`config.mk`:
```
export PLATFORM = sky130hd
export DESIGN_NAME = psc_strap_config
export DESIGN_NICKNAME = d
export VERILOG_FILES = /design/src/psc_pkg.sv /design/src/psc_port.sv /design/src/psc_strap_config.sv
export SDC_FILE = /design/constraint.sdc
export NUM_CORES = 1
export LEC_CHECK = 0
export BUFFER_PORTS_ARGS = -buffer_cell sky130_fd_sc_hd__buf_4
export CORE_ASPECT_RATIO = 1.75
export CORE_MARGIN = 2
export CORE_UTILIZATION = 49
export CTS_BUF_LIST = sky130_fd_sc_hd__clkbuf_16
export DETAILED_ROUTE_END_ITERATION = 8
export MAX_ROUTING_LAYER = met4
export PLACE_DENSITY = 0.76
export SLEW_MARGIN = 20
export SYNTH_ARGS = -nofsm -noshare
export SYNTH_HDL_FRONTEND = slang
export SYNTH_SLANG_ARGS = --single-unit
export TNS_END_PERCENT = 20
```
`constraint.sdc`:
```
create_clock -name REF_CLK -period 2.65 [get_ports REF_CLK]
set_input_delay 0.265 -clock REF_CLK [delete_from_list [all_inputs] [get_ports REF_CLK]]
set_output_delay 0.265 -clock REF_CLK [all_outputs]
set_load 0.02 [all_outputs]
```
`src/psc_pkg.sv`:
```
// constants, field layouts and carrier types of the per-port strap, address and link-mode block
// assumes one 25 MHz reference clock and an apb master for the register file
//
// Overview of operation
// port reset is the reset pin or-ed with control bit 15; indicators then go inactive
// base address from five pins; port n answers at base plus n
// system supplies a continuous 25 MHz reference clock timing all port logic
// three indicators per port, each showing a condition chosen by the led config register
// the same three indicator pins are read as that port's configuration inputs
// configuration pins sampled at power-up decide forced or automatic operation
// ports not forced resolve line conditions by auto-negotiation or parallel detection
// a negotiating port exchanges fast link pulse bursts with a capable partner
// without negotiation, link pulses select 10 Mbps, idle symbols select 100 Mbps
// half and full duplex at both rates, chosen per port
// a forced port runs its forced speed and duplex at once, no negotiation
// fiber is never chosen by negotiation, only by the register interface
// pin levels captured during reset; pins drive indicators only after release
package psc_pkg;

    localparam int NUM_PORTS = 6;
    localparam int NUM_LEDS  = 3;

    // apb map, byte addresses: port p register at p * stride + offset
    localparam logic [7:0] PORT_STRIDE = 8'h10;
    localparam logic [7:0] OFF_CTRL    = 8'h00;
    localparam logic [7:0] OFF_LEDCFG  = 8'h04;
    localparam logic [7:0] OFF_STATUS  = 8'h08;
    localparam logic [7:0] OFF_BASE    = 8'h60;

    // control register fields
    localparam int CTRL_RESET   = 15;
    localparam int CTRL_SPEED   = 13;
    localparam int CTRL_AN_EN   = 12;
    localparam int CTRL_FIBER   = 10;
    localparam int CTRL_RESTART = 9;
    localparam int CTRL_DUPLEX  = 8;

    // strap pin positions within a port's three pins
    localparam int STRAP_AN     = 0;
    localparam int STRAP_SPEED  = 1;
    localparam int STRAP_DUPLEX = 2;

    // indicator condition codes, two bits per indicator in the led config register
    localparam logic [1:0] LED_LINK     = 2'h0;
    localparam logic [1:0] LED_SPEED    = 2'h1;
    localparam logic [1:0] LED_DUPLEX   = 2'h2;
    localparam logic [1:0] LED_ACTIVITY = 2'h3;
    localparam logic [5:0] LEDCFG_RESET = 6'h24;

    // cycles a software reset stays active, long enough for the pins to settle and sync
    localparam logic [2:0] SOFT_RST_CYCLES = 3'h4;

    typedef struct packed {
        logic flp;
        logic nlp;
        logic idle;
    } psc_line_t;

    typedef struct packed {
        logic an_en;
        logic speed100;
        logic full;
        logic fiber;
        logic restart;
    } psc_mode_t;

    typedef struct packed {
        logic link;
        logic speed100;
        logic full;
        logic fiber;
        logic negotiating;
        logic flp_tx;
    } psc_link_t;

    // address a port answers on; wraps modulo 32
    function automatic logic [4:0] port_addr(input logic [4:0] base, input logic [2:0] port);
        port_addr = base + {2'h0, port};
    endfunction

endpackage

```
`src/psc_port.sv`:
```
// one port's link-mode resolver: forced, fiber, negotiation or parallel detection
// assumes line detect inputs already synchronised to the reference clock
`timescale 1ns/1ps
module psc_port (
    // clock and port reset
    input  wire logic                clk,
    input  wire logic                rst,
    // configuration and line events
    input  wire psc_pkg::psc_mode_t  mode,
    input  wire psc_pkg::psc_line_t  line,
    // resolved link state
    output psc_pkg::psc_link_t       link
);
    typedef enum logic [1:0] {PS_HOLD, PS_DECIDE, PS_NEGOTIATE, PS_UP} psc_phase_t;

    typedef struct packed {
        psc_phase_t          phase;
        psc_pkg::psc_link_t  link;
    } psc_port_state_t;

    psc_port_state_t st;
    psc_port_state_t next_st;

    always_comb begin
        next_st = st;
        if (rst) begin
            next_st.phase = PS_HOLD;
            next_st.link  = '0;
        end else begin
            unique case (st.phase)
                PS_HOLD: begin
                    next_st.phase = PS_DECIDE;
                end
                PS_DECIDE: begin
                    next_st.link = '0;
                    if (mode.fiber) begin
                        // fiber only through the register path, always 100 Mbps
                        next_st.phase         = PS_UP;
                        next_st.link.fiber    = 1'b1;
                        next_st.link.speed100 = 1'b1;
                        next_st.link.full     = mode.full;
                    end else if (!mode.an_en) begin
                        next_st.phase         = PS_UP;
                        next_st.link.speed100 = mode.speed100;
                        next_st.link.full     = mode.full;
                    end else begin
                        next_st.phase            = PS_NEGOTIATE;
                        next_st.link.negotiating = 1'b1;
                        next_st.link.flp_tx      = 1'b1;
                    end
                end
                PS_NEGOTIATE: begin
                    // negotiated partner wins over parallel detection
                    if (line.flp) begin
                        next_st.phase         = PS_UP;
                        next_st.link.speed100 = 1'b1;
                        next_st.link.full     = 1'b1;
                    end else if (line.idle) begin
                        next_st.phase         = PS_UP;
                        next_st.link.speed100 = 1'b1;
                        next_st.link.full     = 1'b0;
                    end else if (line.nlp) begin
                        next_st.phase         = PS_UP;
                        next_st.link.speed100 = 1'b0;
                        next_st.link.full     = 1'b0;
                    end
                    if (next_st.phase == PS_UP) begin
                        next_st.link.link        = 1'b1;
                        next_st.link.negotiating = 1'b0;
                        next_st.link.flp_tx      = 1'b0;
                    end
                end
                PS_UP: begin
                    next_st.link.link = 1'b1;
                    if (mode.restart) begin
                        next_st.phase = PS_DECIDE;
                        next_st.link  = '0;
                    end
                end
            endcase
        end
    end

    always_ff @(posedge clk) begin
        st <= next_st;
    end

    assign link = st.link;

endmodule // psc_port

```
`src/psc_strap_config.sv`:
```
// top of the strap, reset and address block for six ports, with an apb register file
// assumes address, indicator and line pins asynchronous to the reference clock; apb runs on the reference clock
`timescale 1ns/1ps
module psc_strap_config (
    // clock and reset
    input  wire logic                                   REF_CLK,
    input  wire logic                                   RESET,
    // apb slave
    input  wire logic                                   PSEL,
    input  wire logic                                   PENABLE,
    input  wire logic                                   PWRITE,
    input  wire logic [7:0]                             PADDR,
    input  wire logic [31:0]                            PWDATA,
    output logic      [31:0]                            PRDATA,
    output logic                                        PREADY,
    output logic                                        PSLVERR,
    // base address pins and derived per-port addresses
    input  wire logic [4:0]                             ADDR_PINS,
    output logic      [psc_pkg::NUM_PORTS-1:0][4:0]     PHY_ADDR,
    // indicator and configuration pins, open drain
    input  wire logic [psc_pkg::NUM_PORTS-1:0][2:0]     LED_IN,
    output logic      [psc_pkg::NUM_PORTS-1:0][2:0]     LED_OUT,
    output logic      [psc_pkg::NUM_PORTS-1:0][2:0]     LED_OE,
    // line events from the analog front end
    input  wire logic [psc_pkg::NUM_PORTS-1:0]          LINE_FLP_RX,
    input  wire logic [psc_pkg::NUM_PORTS-1:0]          LINE_NLP_RX,
    input  wire logic [psc_pkg::NUM_PORTS-1:0]          LINE_IDLE_RX,
    // resolved per-port state and reset
    output psc_pkg::psc_link_t [psc_pkg::NUM_PORTS-1:0] PORT_STATE,
    output logic      [psc_pkg::NUM_PORTS-1:0]          PORT_RESET
);
    localparam int NP = psc_pkg::NUM_PORTS;

    // all block state except the port resolvers', sync stages included, in one word registered on every rising edge of REF_CLK
    typedef struct packed {
        logic [NP-1:0][15:0]      ctrl;
        logic [NP-1:0][2:0]       soft_cnt;
        logic [NP-1:0][5:0]       ledcfg;
        logic [NP-1:0][2:0]       strap;
        logic [NP-1:0][4:0]       phy_addr;
        logic [NP-1:0][2:0]       led_oe;
        logic [1:0][4:0]          addr_sync;
        logic [1:0][NP-1:0][2:0]  led_sync;
        logic [1:0][NP-1:0][2:0]  line_sync;
        logic [31:0]              prdata;
        logic                     pslverr;
    } psc_top_state_t;

    psc_top_state_t                  st;
    psc_top_state_t                  next_st;
    logic [NP-1:0]                   port_rst;
    psc_pkg::psc_mode_t [NP-1:0]     mode;
    psc_pkg::psc_link_t [NP-1:0]     link;
    logic                            wr_go;
    logic                            setup_go;

    // register select: port index, register offset, mapped flag
    function automatic logic decode_ok(input logic [7:0] a);
        logic port_ok;
        port_ok   = a[7:4] < 4'(NP);
        decode_ok = (a == psc_pkg::OFF_BASE) ||
                    (port_ok && a[3:0] == psc_pkg::OFF_CTRL[3:0]) ||
                    (port_ok && a[3:0] == psc_pkg::OFF_LEDCFG[3:0]) ||
                    (port_ok && a[3:0] == psc_pkg::OFF_STATUS[3:0]);
    endfunction

    // true when address a selects register off of port p
    function automatic logic reg_hit(input logic [7:0] a, input int p, input logic [7:0] off);
        reg_hit = (a[7:4] == 4'(p)) && (a[3:0] == off[3:0]);
    endfunction

    function automatic logic cond_of(input logic [1:0] sel, input psc_pkg::psc_link_t l);
        unique case (sel)
            psc_pkg::LED_LINK:   cond_of = l.link;
            psc_pkg::LED_SPEED:  cond_of = l.speed100;
            psc_pkg::LED_DUPLEX: cond_of = l.full;
            default:             cond_of = l.negotiating;
        endcase
    endfunction

    // strap pins rewrite the mode bits; fiber never comes from the pins, only from a write
    function automatic logic [15:0] strap_ctrl(input logic [15:0] c, input logic [2:0] s);
        strap_ctrl                       = c;
        strap_ctrl[psc_pkg::CTRL_AN_EN]  = s[psc_pkg::STRAP_AN];
        strap_ctrl[psc_pkg::CTRL_SPEED]  = s[psc_pkg::STRAP_SPEED];
        strap_ctrl[psc_pkg::CTRL_DUPLEX] = s[psc_pkg::STRAP_DUPLEX];
        strap_ctrl[psc_pkg::CTRL_FIBER]  = 1'b0;
    endfunction

    // access phase write to a writable register; status and base writes drop silently
    assign wr_go    = PSEL && PENABLE && PWRITE && decode_ok(PADDR) && (PADDR != psc_pkg::OFF_BASE);
    assign setup_go = PSEL && !PENABLE;

    // mode bits each port resolver sees, straight from its control register

    always_comb begin
        for (int p = 0; p < NP; p++) begin
            port_rst[p]      = RESET | st.ctrl[p][psc_pkg::CTRL_RESET];
            mode[p].an_en    = st.ctrl[p][psc_pkg::CTRL_AN_EN];
            mode[p].speed100 = st.ctrl[p][psc_pkg::CTRL_SPEED];
            mode[p].full     = st.ctrl[p][psc_pkg::CTRL_DUPLEX];
            mode[p].fiber    = st.ctrl[p][psc_pkg::CTRL_FIBER];
            mode[p].restart  = st.ctrl[p][psc_pkg::CTRL_RESTART];
        end
    end

    always_comb begin
        next_st = st;
        // address, indicator and line pins pass two flops before any logic looks at them
        next_st.addr_sync = {st.addr_sync[0], ADDR_PINS};
        next_st.led_sync  = {st.led_sync[0], LED_IN};
        for (int p = 0; p < NP; p++) begin
            next_st.line_sync[1][p] = st.line_sync[0][p];
            next_st.line_sync[0][p] = {LINE_FLP_RX[p], LINE_NLP_RX[p], LINE_IDLE_RX[p]};
            next_st.phy_addr[p]     = psc_pkg::port_addr(st.addr_sync[1], 3'(p));
            // restart is a one-cycle command; soft reset counts down then clears
            next_st.ctrl[p][psc_pkg::CTRL_RESTART] = 1'b0;
            if (st.soft_cnt[p] != 3'h0) begin
                next_st.soft_cnt[p] = st.soft_cnt[p] - 3'h1;
            end else begin
                next_st.ctrl[p][psc_pkg::CTRL_RESET] = 1'b0;
            end
        end

        // apb write, taken in the access phase; zero wait states
        next_st.pslverr = 1'b0;
        if (wr_go) begin
            for (int p = 0; p < NP; p++) begin
                if (reg_hit(PADDR, p, psc_pkg::OFF_CTRL)) begin
                    next_st.ctrl[p] = PWDATA[15:0];
                    // a fresh reset write restarts the count from the top
                    if (PWDATA[psc_pkg::CTRL_RESET]) begin
                        next_st.soft_cnt[p] = psc_pkg::SOFT_RST_CYCLES - 3'h1;
                    end
                end
                if (reg_hit(PADDR, p, psc_pkg::OFF_LEDCFG)) begin
                    next_st.ledcfg[p] = PWDATA[5:0];
                end
            end
        end

        // read data and error prepared in the setup phase so they stand through access
        if (setup_go) begin
            // unmapped reads return zero with an error
            next_st.prdata  = 32'h0;
            next_st.pslverr = !decode_ok(PADDR);
            if (PADDR == psc_pkg::OFF_BASE) begin
                next_st.prdata = {27'h0, st.addr_sync[1]};
            end
            for (int p = 0; p < NP; p++) begin
                if (reg_hit(PADDR, p, psc_pkg::OFF_CTRL)) begin
                    next_st.prdata = {16'h0, st.ctrl[p]};
                end
                if (reg_hit(PADDR, p, psc_pkg::OFF_LEDCFG)) begin
                    next_st.prdata = {26'h0, st.ledcfg[p]};
                end
                if (reg_hit(PADDR, p, psc_pkg::OFF_STATUS)) begin
                    next_st.prdata = {19'h0,
                                      st.phy_addr[p],
                                      st.strap[p],
                                      link[p].negotiating,
                                      link[p].fiber,
                                      link[p].full,
                                      link[p].speed100,
                                      link[p].link};
                end
            end
        end else if (PSEL && PENABLE) begin
            next_st.pslverr = st.pslverr;
        end

        for (int p = 0; p < NP; p++) begin
            if (port_rst[p]) begin
                // pins are released in reset, so their straps can be read back
                next_st.led_oe[p] = 3'h0;
                next_st.strap[p]  = st.led_sync[1][p];
                next_st.ctrl[p]   = strap_ctrl(next_st.ctrl[p], st.led_sync[1][p]);
            end else begin
                for (int k = 0; k < psc_pkg::NUM_LEDS; k++) begin
                    next_st.led_oe[p][k] = cond_of(st.ledcfg[p][2*k +: 2], link[p]);
                end
            end
        end

        // the reset pin also restores the register file; port state follows through port_rst
        if (RESET) begin
            next_st.ledcfg   = {NP{psc_pkg::LEDCFG_RESET}};
            next_st.soft_cnt = '0;
            next_st.prdata   = 32'h0;
            next_st.pslverr  = 1'b0;
            for (int p = 0; p < NP; p++) begin
                // bits with no reset meaning start clear rather than unknown
                next_st.ctrl[p] = strap_ctrl(16'h0, st.led_sync[1][p]);
            end
        end
    end

    always_ff @(posedge REF_CLK) begin
        st <= next_st;
    end

    // each resolver sits in its own port reset, so a soft reset leaves the others running
    for (genvar p = 0; p < NP; p++) begin : g_port
        psc_port u_port (
            .clk  (REF_CLK),
            .rst  (port_rst[p]),
            .mode (mode[p]),
            .line (st.line_sync[1][p]),
            .link (link[p])
        );
    end

    assign PRDATA     = st.prdata;
    // every register is a flop read out in the setup phase, so no wait states are needed
    assign PREADY     = 1'b1;
    assign PSLVERR    = st.pslverr & PSEL & PENABLE;
    assign PHY_ADDR   = st.phy_addr;
    // open drain: the pin is only pulled low, so the enable alone carries the indicator
    assign LED_OUT    = '0;
    assign LED_OE     = st.led_oe;
    assign PORT_STATE = link;
    assign PORT_RESET = port_rst;

endmodule // psc_strap_config

```
==> metrics.txt, run 1 <==
outcome=finished clean; synth warn=0; Final period util=0.950; final setup fails=0; DR DRC count=0; CP Capture Type=output pin; worst slew pin tran=830 ps; max-slew violations=0; crit path DAT=2250 ps; Via density=5.97; crit path cell chain=nor2_1, inv_1, buf_4; Placeable Area=32200 um2; Pwr per Cell Area=738 nW/um2; final hold violations=0; commonest non-fill, non-tap cell in the layout=dfxtp_1; Syn-to-layout area delta=18.1%; Worst-Skew Late Latency=530 ps; reg2reg path depth=4; Post-synth EDFFs=36; gr ovfl total=0; Worst EP required=2380 ps; fin crit period=2520 ps; Hold Crit Start=PWDATA[6]; Crit path largest cell delay=610 ps; 1st-pass router iterations=5; Die Y=243 um; worst reg-to-reg setup slack=680 ps; reg-to-reg startpoint=st[298]$_SDFF_PP0_; Ports=228; hold path cells=3; FFs w/ async S/R, synth=0; Initial Util=0.498; number of nets with antenna violations after routing=0; Avg Inst Size Synth=9.08 um2; GRT Overall Usage=0.350; Primary FF master, synth=dfxtp_1; RSZ-0062 raised after global routing=no; Reg-to-Reg End=mode[18]$_DFFE_PP_; Lkg Pwr=7.46 nW; placer congestion estimate=1.02; first-pass GRT wire length=86900 um; CP max stage cell=nor2_1; final-stage net count=2046; Crit Path Class=flip-flop to output pin; maximum clock frequency=397 MHz; path type of the worst min-delay path=primary input to flip-flop; Detailed Route WL=59300 um; Clock Pin Slew Worst Setup and Hold Paths=70 ps; FF+latch count, synth=351; CTS tree=built; Slew headroom=0.446; DR vias=14031; Clock Skew=18.9 ps; setup TNS=0 ps; buffers added on ports=176; Core Util, Final=0.588; Clock Path Buffers=3; fillers=2803; row cnt=87; most frequent cells in the layout=dfxtp_1 (315), buf_4 (287), nand2_1 (243), a21oi_1 (172), nor2_1 (119); max-cap violations=0; Root Driver=clkbuf_16; DR iter-0 viols=1208; CTS H-tree depth=2; critical path launch point type=flip-flop; post-DR wirelength/cell=25.2 um; sequential fraction of the synthesis area=0.461; vias in the first global route=13829; Die W=141 um; synthesized area=16000 um2; crit-path max FO=14; post-synth cell types=76; Syn Inst Count=1766; hpwl dp=44400 um; Sink Count=351; maximum VDD drop=682 uV; initial antenna violation count=1; Num CTS Buffers=35; pin count of the biggest net entering global routing=59; Die ar.=34200 um2; layout cells sized above 1=0.204
[power breakdown]
part           internal, mW  switching [mW]  leakage [nW]
clock network          2.43            2.14         0.535
logic                  1.33            1.71          3.97
registers              5.83           0.526          2.96
total                  9.60            4.38          7.46
[layout make-up]
| class | instances | area [um2] | area share |
|---|---|---|---|
| clock inverter | 26 | 145 | 0.00767 |
| timing repair buffer | 334 | 2690 | 0.142 |
| antenna | 1 | 2.50 | 0.000132 |
| multi-input combinational | 1155 | 7160 | 0.378 |
| tap | 400 | 500 | 0.0264 |
| sequential | 351 | 7390 | 0.390 |
| inverter | 48 | 180 | 0.00952 |
| clock buffer | 35 | 876 | 0.0463 |
[metal layers]
layer,part of all wire,up-vias,GRT usage
li1,-,6341,-
met1,0.35,6807,0.371
met2,0.52,683,0.613
met3,0.061,200,0.0468
met4,0.076,0,0.218
met5,0,-,-
[cell families after synthesis]
group           Yosys count  share of synthesized area
simple gates            547                      0.161
compound gates          452                      0.179
flops                   351                      0.461
buf+inv                 293                      0.103
mux                      69                     0.0595
fa+ha+maj                35                     0.0273
xor+xnor                 17                    0.00929
other cells               2                   0.000468
[what timing repair did]
action / in CTS / in global routing
setup endpoints to repair: 1 / 0
buffers inserted: 0 / 0
gates resized for setup: 1 / 0
hold endpoints to repair: 41 / 0
hold buffers: 41 / 0
[worst max path at each step]
stage / depth (start not counted) / from / endpoint
after global routing: 3 / st[250]$_SDFF_PP0_ / PORT_RESET[0]
after CTS: 3 / st[250]$_SDFF_PP0_ / PORT_RESET[0]
after floorplan: 8 / PADDR[0] / PRDATA[4]$_SDFFE_PP0P_
after global placement: 7 / PADDR[1] / PRDATA[4]$_SDFFE_PP0P_
after detailed placement: 9 / PADDR[1] / PRDATA[0]$_SDFFE_PP0P_
final: 3 / st[250]$_SDFF_PP0_ / PORT_RESET[0]
[metrics by stage]
stage               power (mW)  cells  hold WS, ps  cell area (um2)  setup WS, ps
global placement          9.28   2247          310            17500           164
finish                    14.0   2350         34.6            18900           133
CTS                       14.0   2349         16.5            18900           157
global route              14.6   2350         31.0            18900          59.7
floorplan                 8.55   1799          293            16200           418
detailed placement        9.42   2247          312            17500          96.1
[critical path, delay by kind of cell (launching register included)]
kind	cells	cell delay [ps]
simple gates	1	610
flops	1	340
buf+inv	2	770
[synthesized netlist by cell type, types with 14 or more instances]
master    count  share of area
buf_4       141          0.066
nand2b_1     21         0.0082
a22oi_1      20         0.0094
clkbuf_1     81          0.019
a211oi_1     30          0.014
and2_1       18         0.0070
inv_1        46          0.011
nand3_1      29         0.0091
nor2b_1      22         0.0086
o22ai_1      15         0.0059
buf_2        14         0.0044
nor3_1       22         0.0069
mux4_2       21          0.030
o21ai_0      91          0.028
xnor2_1      15         0.0082
mux2i_1      47          0.029
nand2_1     243          0.057
a21o_1       17         0.0080
a211o_1      20          0.011
nor2_1      120          0.028
edfxtp_1     36          0.067
ha_1         35          0.027
a21oi_1     172          0.054
dfxtp_1     315           0.39
No activity file was read; power rests on OpenSTA's default activity.
==> run 2, diff against run 1 <==
ABC_AREA = 1   (was default)
CAP_MARGIN = 5   (was default)
==> run 2 against run 1 <==
Non-clock buffer count shrank 86. First-iteration DRC count shrank 16%. Worst hold slack gained 29 ps. Sequential power shrank 1%. Maximum frequency grew 11%. Critical path depth grew 10. Sequential share of layout area grew 3.1 points. Global-route usage shrank 6.1 points. Synthesized cell count grew 6.1%. Largest power group unchanged. Area after synthesis shrank 5.7%. Clock power grew 5.7%.
==> metrics.txt, run 2 <==
RSZ-0062 raised after global routing=no; max-cap violations=0; GRT Overall Usage=0.289; commonest non-fill, non-tap cell in the layout=dfxtp_1; maximum VDD drop=693 uV; placer congestion estimate=1.03; Highest Signal Layer=met4; fillers=2773; Sw Share=0.304; CTS tree=built; Post-Place Cells=2311; DR vias=12970; final-stage net count=2118; Post-synth top cells=dfxtp_1 (315), nand2_1 (277), nor2_1 (212); Core Util, Final=0.572; reg2reg path depth=13; Post-Layout Inst Area=17500 um2; dpl cell area=16000 um2; synthesized area=15100 um2; hpwl dp=33400 um; FF+latch count, synth=351; Die W=137 um; CP max stage cell=dfxtp_1; Worst-Skew Late Latency=530 ps; Sink Count=351; Crit Path Class=flip-flop to flip-flop; Pwr per Cell Area=799 nW/um2; post-synth top area cell=dfxtp_1; gr ovfl total=0; met3 wire length=2910 um; synth warn=0; Post-CTS Setup Bufs=0; Power Total=14.0 mW; Hold Crit Start=PWDATA[14]; Primary FF master, synth=dfxtp_1; worst slew pin tran=672 ps; Crit path largest cell delay=320 ps; Detailed Route WL=45800 um; top-count cell post-synth=dfxtp_1; Seq pwr share=0.448; post-synth cell types=48; Sequential Area=7390 um2; Worst EP required=3040 ps; Post-CTS Resized=0; family with the most delay on the worst path=simple AND/OR/NAND/NOR gates; final setup fails=0; Syn Inst Count=1873; hold path cells=3; Final period util=0.855; setup TNS=0 ps; FFs w/ async S/R, synth=0; multi-input logic area=5750 um2; final hold slack=63.4 ps; fin crit period=2270 ps; worst reg-to-reg setup slack=380 ps; Num CTS Buffers=34; sequential fraction of the synthesis area=0.489; most frequent cells in the layout=dfxtp_1 (315), nand2_1 (277), nor2_1 (212), inv_1 (209), buf_4 (206); buffers added on ports=176; layout cells sized above 1=0.148; 1st-pass router iterations=6; Slew headroom=0.552; Internal=9.74 mW; path type of the worst min-delay path=primary input to flip-flop; maximum clock frequency=441 MHz; DR iter-0 viols=1009; max-slew violations=0; Root Driver=clkbuf_16; Syn-to-layout area delta=15.9%; Clock Path Buffers=3; Die Y=236 um; Comb pwr share=0.207; number of nets with antenna violations after routing=0; switching power of the nets=4.25 mW; vias in the first global route=12715; Clock Pin Slew Worst Setup and Hold Paths=70 ps; Lkg Pwr=7.59 nW; reg-to-reg startpoint=st[112]$_DFF_P_; Die ar.=32300 um2; first-pass GRT wire length=69100 um; metal1 wirelength=15700 um; final hold violations=0; CTS H-tree depth=2; clock network fraction of design power=0.345; DR DRC count=0; initial antenna violation count=0; fin cells=2413; largest cells by area after synthesis=dfxtp_1 (42%), edfxtp_1 (7.2%), buf_4 (7.1%); Clock Skew=9.64 ps; Ports=228; row cnt=85; critical path launch point type=flip-flop; Initial Util=0.494; Post-synth EDFFs=36; pin count of the biggest net entering global routing=75; Avg Inst Size Synth=8.07 um2; pre-CTS WS=126 ps; Reg-to-Reg End=PRDATA[2]$_SDFFE_PP0P_; routed wl met2=23100 um; crit path cell chain=inv_1, o21ai_0, nor2_1, buf_4, nand4_1, nor2_1, nand4_1, nor2_1, nand4_1, nand2_1, nand3_1, nand2_1, a21oi_1; Placeable Area=30600 um2; crit-path max FO=4; Via density=5.38; post-DR wirelength/cell=19.0 um; Worst Path Buf+Inv=2; n_diodes=0; crit path DAT=2650 ps; outcome=finished clean; CP Capture Type=flip-flop; Synth top area share=0.417; setup slack after layout=385 ps
[run 2: cell types whose count changed after synthesis, moves of 22 or more]
cell	delta
clkbuf_1	-50
inv_1	+155
mux2i_1	-47
nand2_1	+34
nand4_1	+27
nor2_1	+92
nor2b_1	-22
o21ai_0	+111
[run 2: how the worst max path moves through the flow]
stage                  startpoint                      to  depth (start not counted)
6_report          st[112]$_DFF_P_  PRDATA[2]$_SDFFE_PP0P_                         13
5_1_grt        st[266]$_SDFF_PP0_           PORT_RESET[1]                          3
4_1_cts        st[298]$_SDFF_PP0_           PORT_RESET[3]                          3
3_5_place_dp             PADDR[7]  PRDATA[2]$_SDFFE_PP0P_                         17
3_3_place_gp             PADDR[7]  PRDATA[2]$_SDFFE_PP0P_                         17
2_1_floorplan            PADDR[7]      mode[27]$_DFFE_PP_                         10
[run 2: power groups by stage]
stage / registers [mW] / clock network [mW] / logic, mW
2_1_floorplan: 6.21 / 0 / 2.26
3_3_place_gp: 6.37 / 0 / 2.70
3_5_place_dp: 6.38 / 0 / 2.81
4_1_cts: 6.26 / 4.89 / 2.89
5_1_grt: 6.32 / 5.08 / 3.23
6_report: 6.27 / 4.83 / 2.90
[run 2: what timing repair did]
item                                    CTS  global route
endpoints found under the hold margin    41             0
hold buffers                             41             0
endpoints found under the setup margin    0             0
[run 2: logic make-up after synthesis]
family | Yosys count | synth area share
and+or+nand+nor | 609 | 0.173
adders and majority gates | 35 | 0.0290
muxes | 1 | 0.000745
buffers and inverters | 410 | 0.140
other | 2 | 0.000497
DFF | 351 | 0.489
xor gates and xnor gates | 13 | 0.00753
AOI/OAI and AO/OA | 452 | 0.161
[run 2: metal layers]
metal | GRT usage | vias up
met4 | 0.218 | 0
met5 | - | -
met3 | 0.0453 | 184
met2 | 0.495 | 561
met1 | 0.290 | 6011
li1 | - | 6214
[run 2: tightest hold or removal path: stages]
cell	delay, ps
buf_4	130
nor2_1	50
nor2_1	90
[run 2: area by class of cell]
type | instances | share of cell area
clock inverters | 23 | 0.00871
repair buffers | 248 | 0.113
clock buffers | 38 | 0.0543
inverters | 217 | 0.0466
multi-input cells | 1145 | 0.328
well taps | 391 | 0.0279
flip-flops and latches | 351 | 0.422
==> run 3, diff against run 2 <==
CORE_ASPECT_RATIO = default   (was 1.75)
==> run 3 against run 2 <==
Clock power rose by 1%. Die area is 0.17% lower. Critical path depth down 10. Cell area fell by 0.14%. Utilization rose by 0.14 points. First-iteration DRC count grew 17%. Combinational power down 1%. Flip-flop and latch count stayed put. Clock skew is 2.1 ps higher. Largest power group unchanged. Highest routed layer unchanged.
==> metrics.txt, run 3 (synthesis results as in run 2) <==
fin crit period=2230 ps; 1st-pass router iterations=5; Post-CTS Setup Bufs=0; Sw Share=0.303; final hold slack=37.8 ps; DR DRC count=0; Syn-to-layout area delta=15.7%; Worst-Skew Late Latency=540 ps; critical path launch point type=flip-flop; CP Capture Type=output pin; switching power of the nets=4.25 mW; Die ar.=32300 um2; Sink Count=351; Final period util=0.841; setup TNS=0 ps; Die W=180 um; maximum VDD drop=510 uV; layout cells sized above 1=0.144; Crit path largest cell delay=400 ps; Seq pwr share=0.446; hpwl dp=30500 um; Internal=9.77 mW; Crit Path Class=flip-flop to output pin; final setup fails=0; RSZ-0062 raised after global routing=no; Comb pwr share=0.204; crit path cell chain=nor2_1, inv_1, buf_4; placer congestion estimate=0.951; Post-CTS Hold Fix Bufs=41; max-slew violations=0; Post-CTS Resized=0; Placeable Area=30500 um2; crit path DAT=1960 ps; Clock Path Buffers=3; outcome=finished clean; Via density=5.33; maximum clock frequency=449 MHz; Ports=228; final hold violations=0; post-DR wirelength/cell=17.6 um; Worst EP required=2380 ps; first-pass GRT wire length=65400 um; path type of the worst min-delay path=primary input to flip-flop; Pwr per Cell Area=801 nW/um2; final-stage net count=2112; Root Driver=clkbuf_16; worst slew pin tran=676 ps; pin count of the biggest net entering global routing=37; max-cap violations=0; Worst Path Buf+Inv=2; crit-path max FO=16; multi-input logic area=5750 um2; buffers added on ports=176; commonest non-fill, non-tap cell in the layout=dfxtp_1; number of nets with antenna violations after routing=0; Die Y=180 um; DR vias=12873; Lkg Pwr=7.58 nW; GRT Overall Usage=0.263; Initial Util=0.496; most frequent cells in the layout=dfxtp_1 (315), nand2_1 (277), inv_1 (213), nor2_1 (212), o21ai_0 (202); DR iter-0 viols=1177; row cnt=64; CTS H-tree depth=2; Clock Skew=11.8 ps; CTS tree=built; Num CTS Buffers=37; Clock Pin Slew Worst Setup and Hold Paths=60 ps; gr ovfl total=0; fillers=2757; Sequential Area=7390 um2; Slew headroom=0.547; vias in the first global route=11971; family with the most delay on the worst path=buffers and inverters; CP max stage cell=nor2_1; Detailed Route WL=42500 um; clock network fraction of design power=0.350; initial antenna violation count=2
==> run 3: worst paths after layout <==
kind | from | to | slack (ps) | cells after the start
hold reg to reg | next_st[59]$_DFF_P_ | st[59]$_DFF_P_ | 320 | 0
setup reg to reg | st[112]$_DFF_P_ | PRDATA[2]$_SDFFE_PP0P_ | 640 | 12
hold / removal | PWDATA[14] | st[329]$_SDFFE_PP0P_ | 40 | 3
setup / recovery | st[266]$_SDFF_PP0_ | PORT_RESET[1] | 420 | 3
==> run 3: stage by stage <==
step,cell area [um2],power (mW),std cells,setup slack [ps],util
floorplan,15200,8.47,1906,914,-
finish,17500,14.0,2417,422,0.573
detailed placement,15900,9.13,2307,349,0.522
global route,17500,14.7,2417,299,0.573
global placement,15900,9.00,2307,364,0.522
CTS,17500,14.1,2415,440,0.573
==> run 3: worst reg2reg max path, cell delays in order, from the launching register on <==
cell	delay [ps]
dfxtp_1	310
inv_1	180
o21ai_0	130
nor2_1	250
nand4_1	150
nor2_1	160
nand4_1	130
nor2_1	150
nand4_1	90
nand2_1	120
nand3_1	110
nand2_1	70
a21oi_1	50
==> run 3: layout make-up <==
cell class,instances,area share
multi-input cells,1145,0.328
flip-flops and latches,351,0.422
clock buffers,38,0.0544
well taps,396,0.0283
diodes,2,0.000286
clock inverters,29,0.0112
inverters,217,0.0467
repair buffers,239,0.108
==> run 3: per-layer routing <==
| layer | wire, um | vias to the layer above | track usage | part of all wire |
|---|---|---|---|---|
| li1 | - | 6221 | - | - |
| met1 | 17800 | 5914 | 0.340 | 0.42 |
| met2 | 18800 | 614 | 0.400 | 0.44 |
| met3 | 4040 | 124 | 0.0541 | 0.095 |
| met4 | 1870 | 0 | 0.114 | 0.044 |
| met5 | 0 | - | - | 0 |
==> run 3: power groups by stage <==
stage	clock network (mW)	registers (mW)	logic, mW
2_1_floorplan	0	6.21	2.26
3_3_place_gp	0	6.35	2.65
3_5_place_dp	0	6.37	2.77
4_1_cts	4.97	6.26	2.84
5_1_grt	5.19	6.32	3.16
6_report	4.90	6.26	2.86
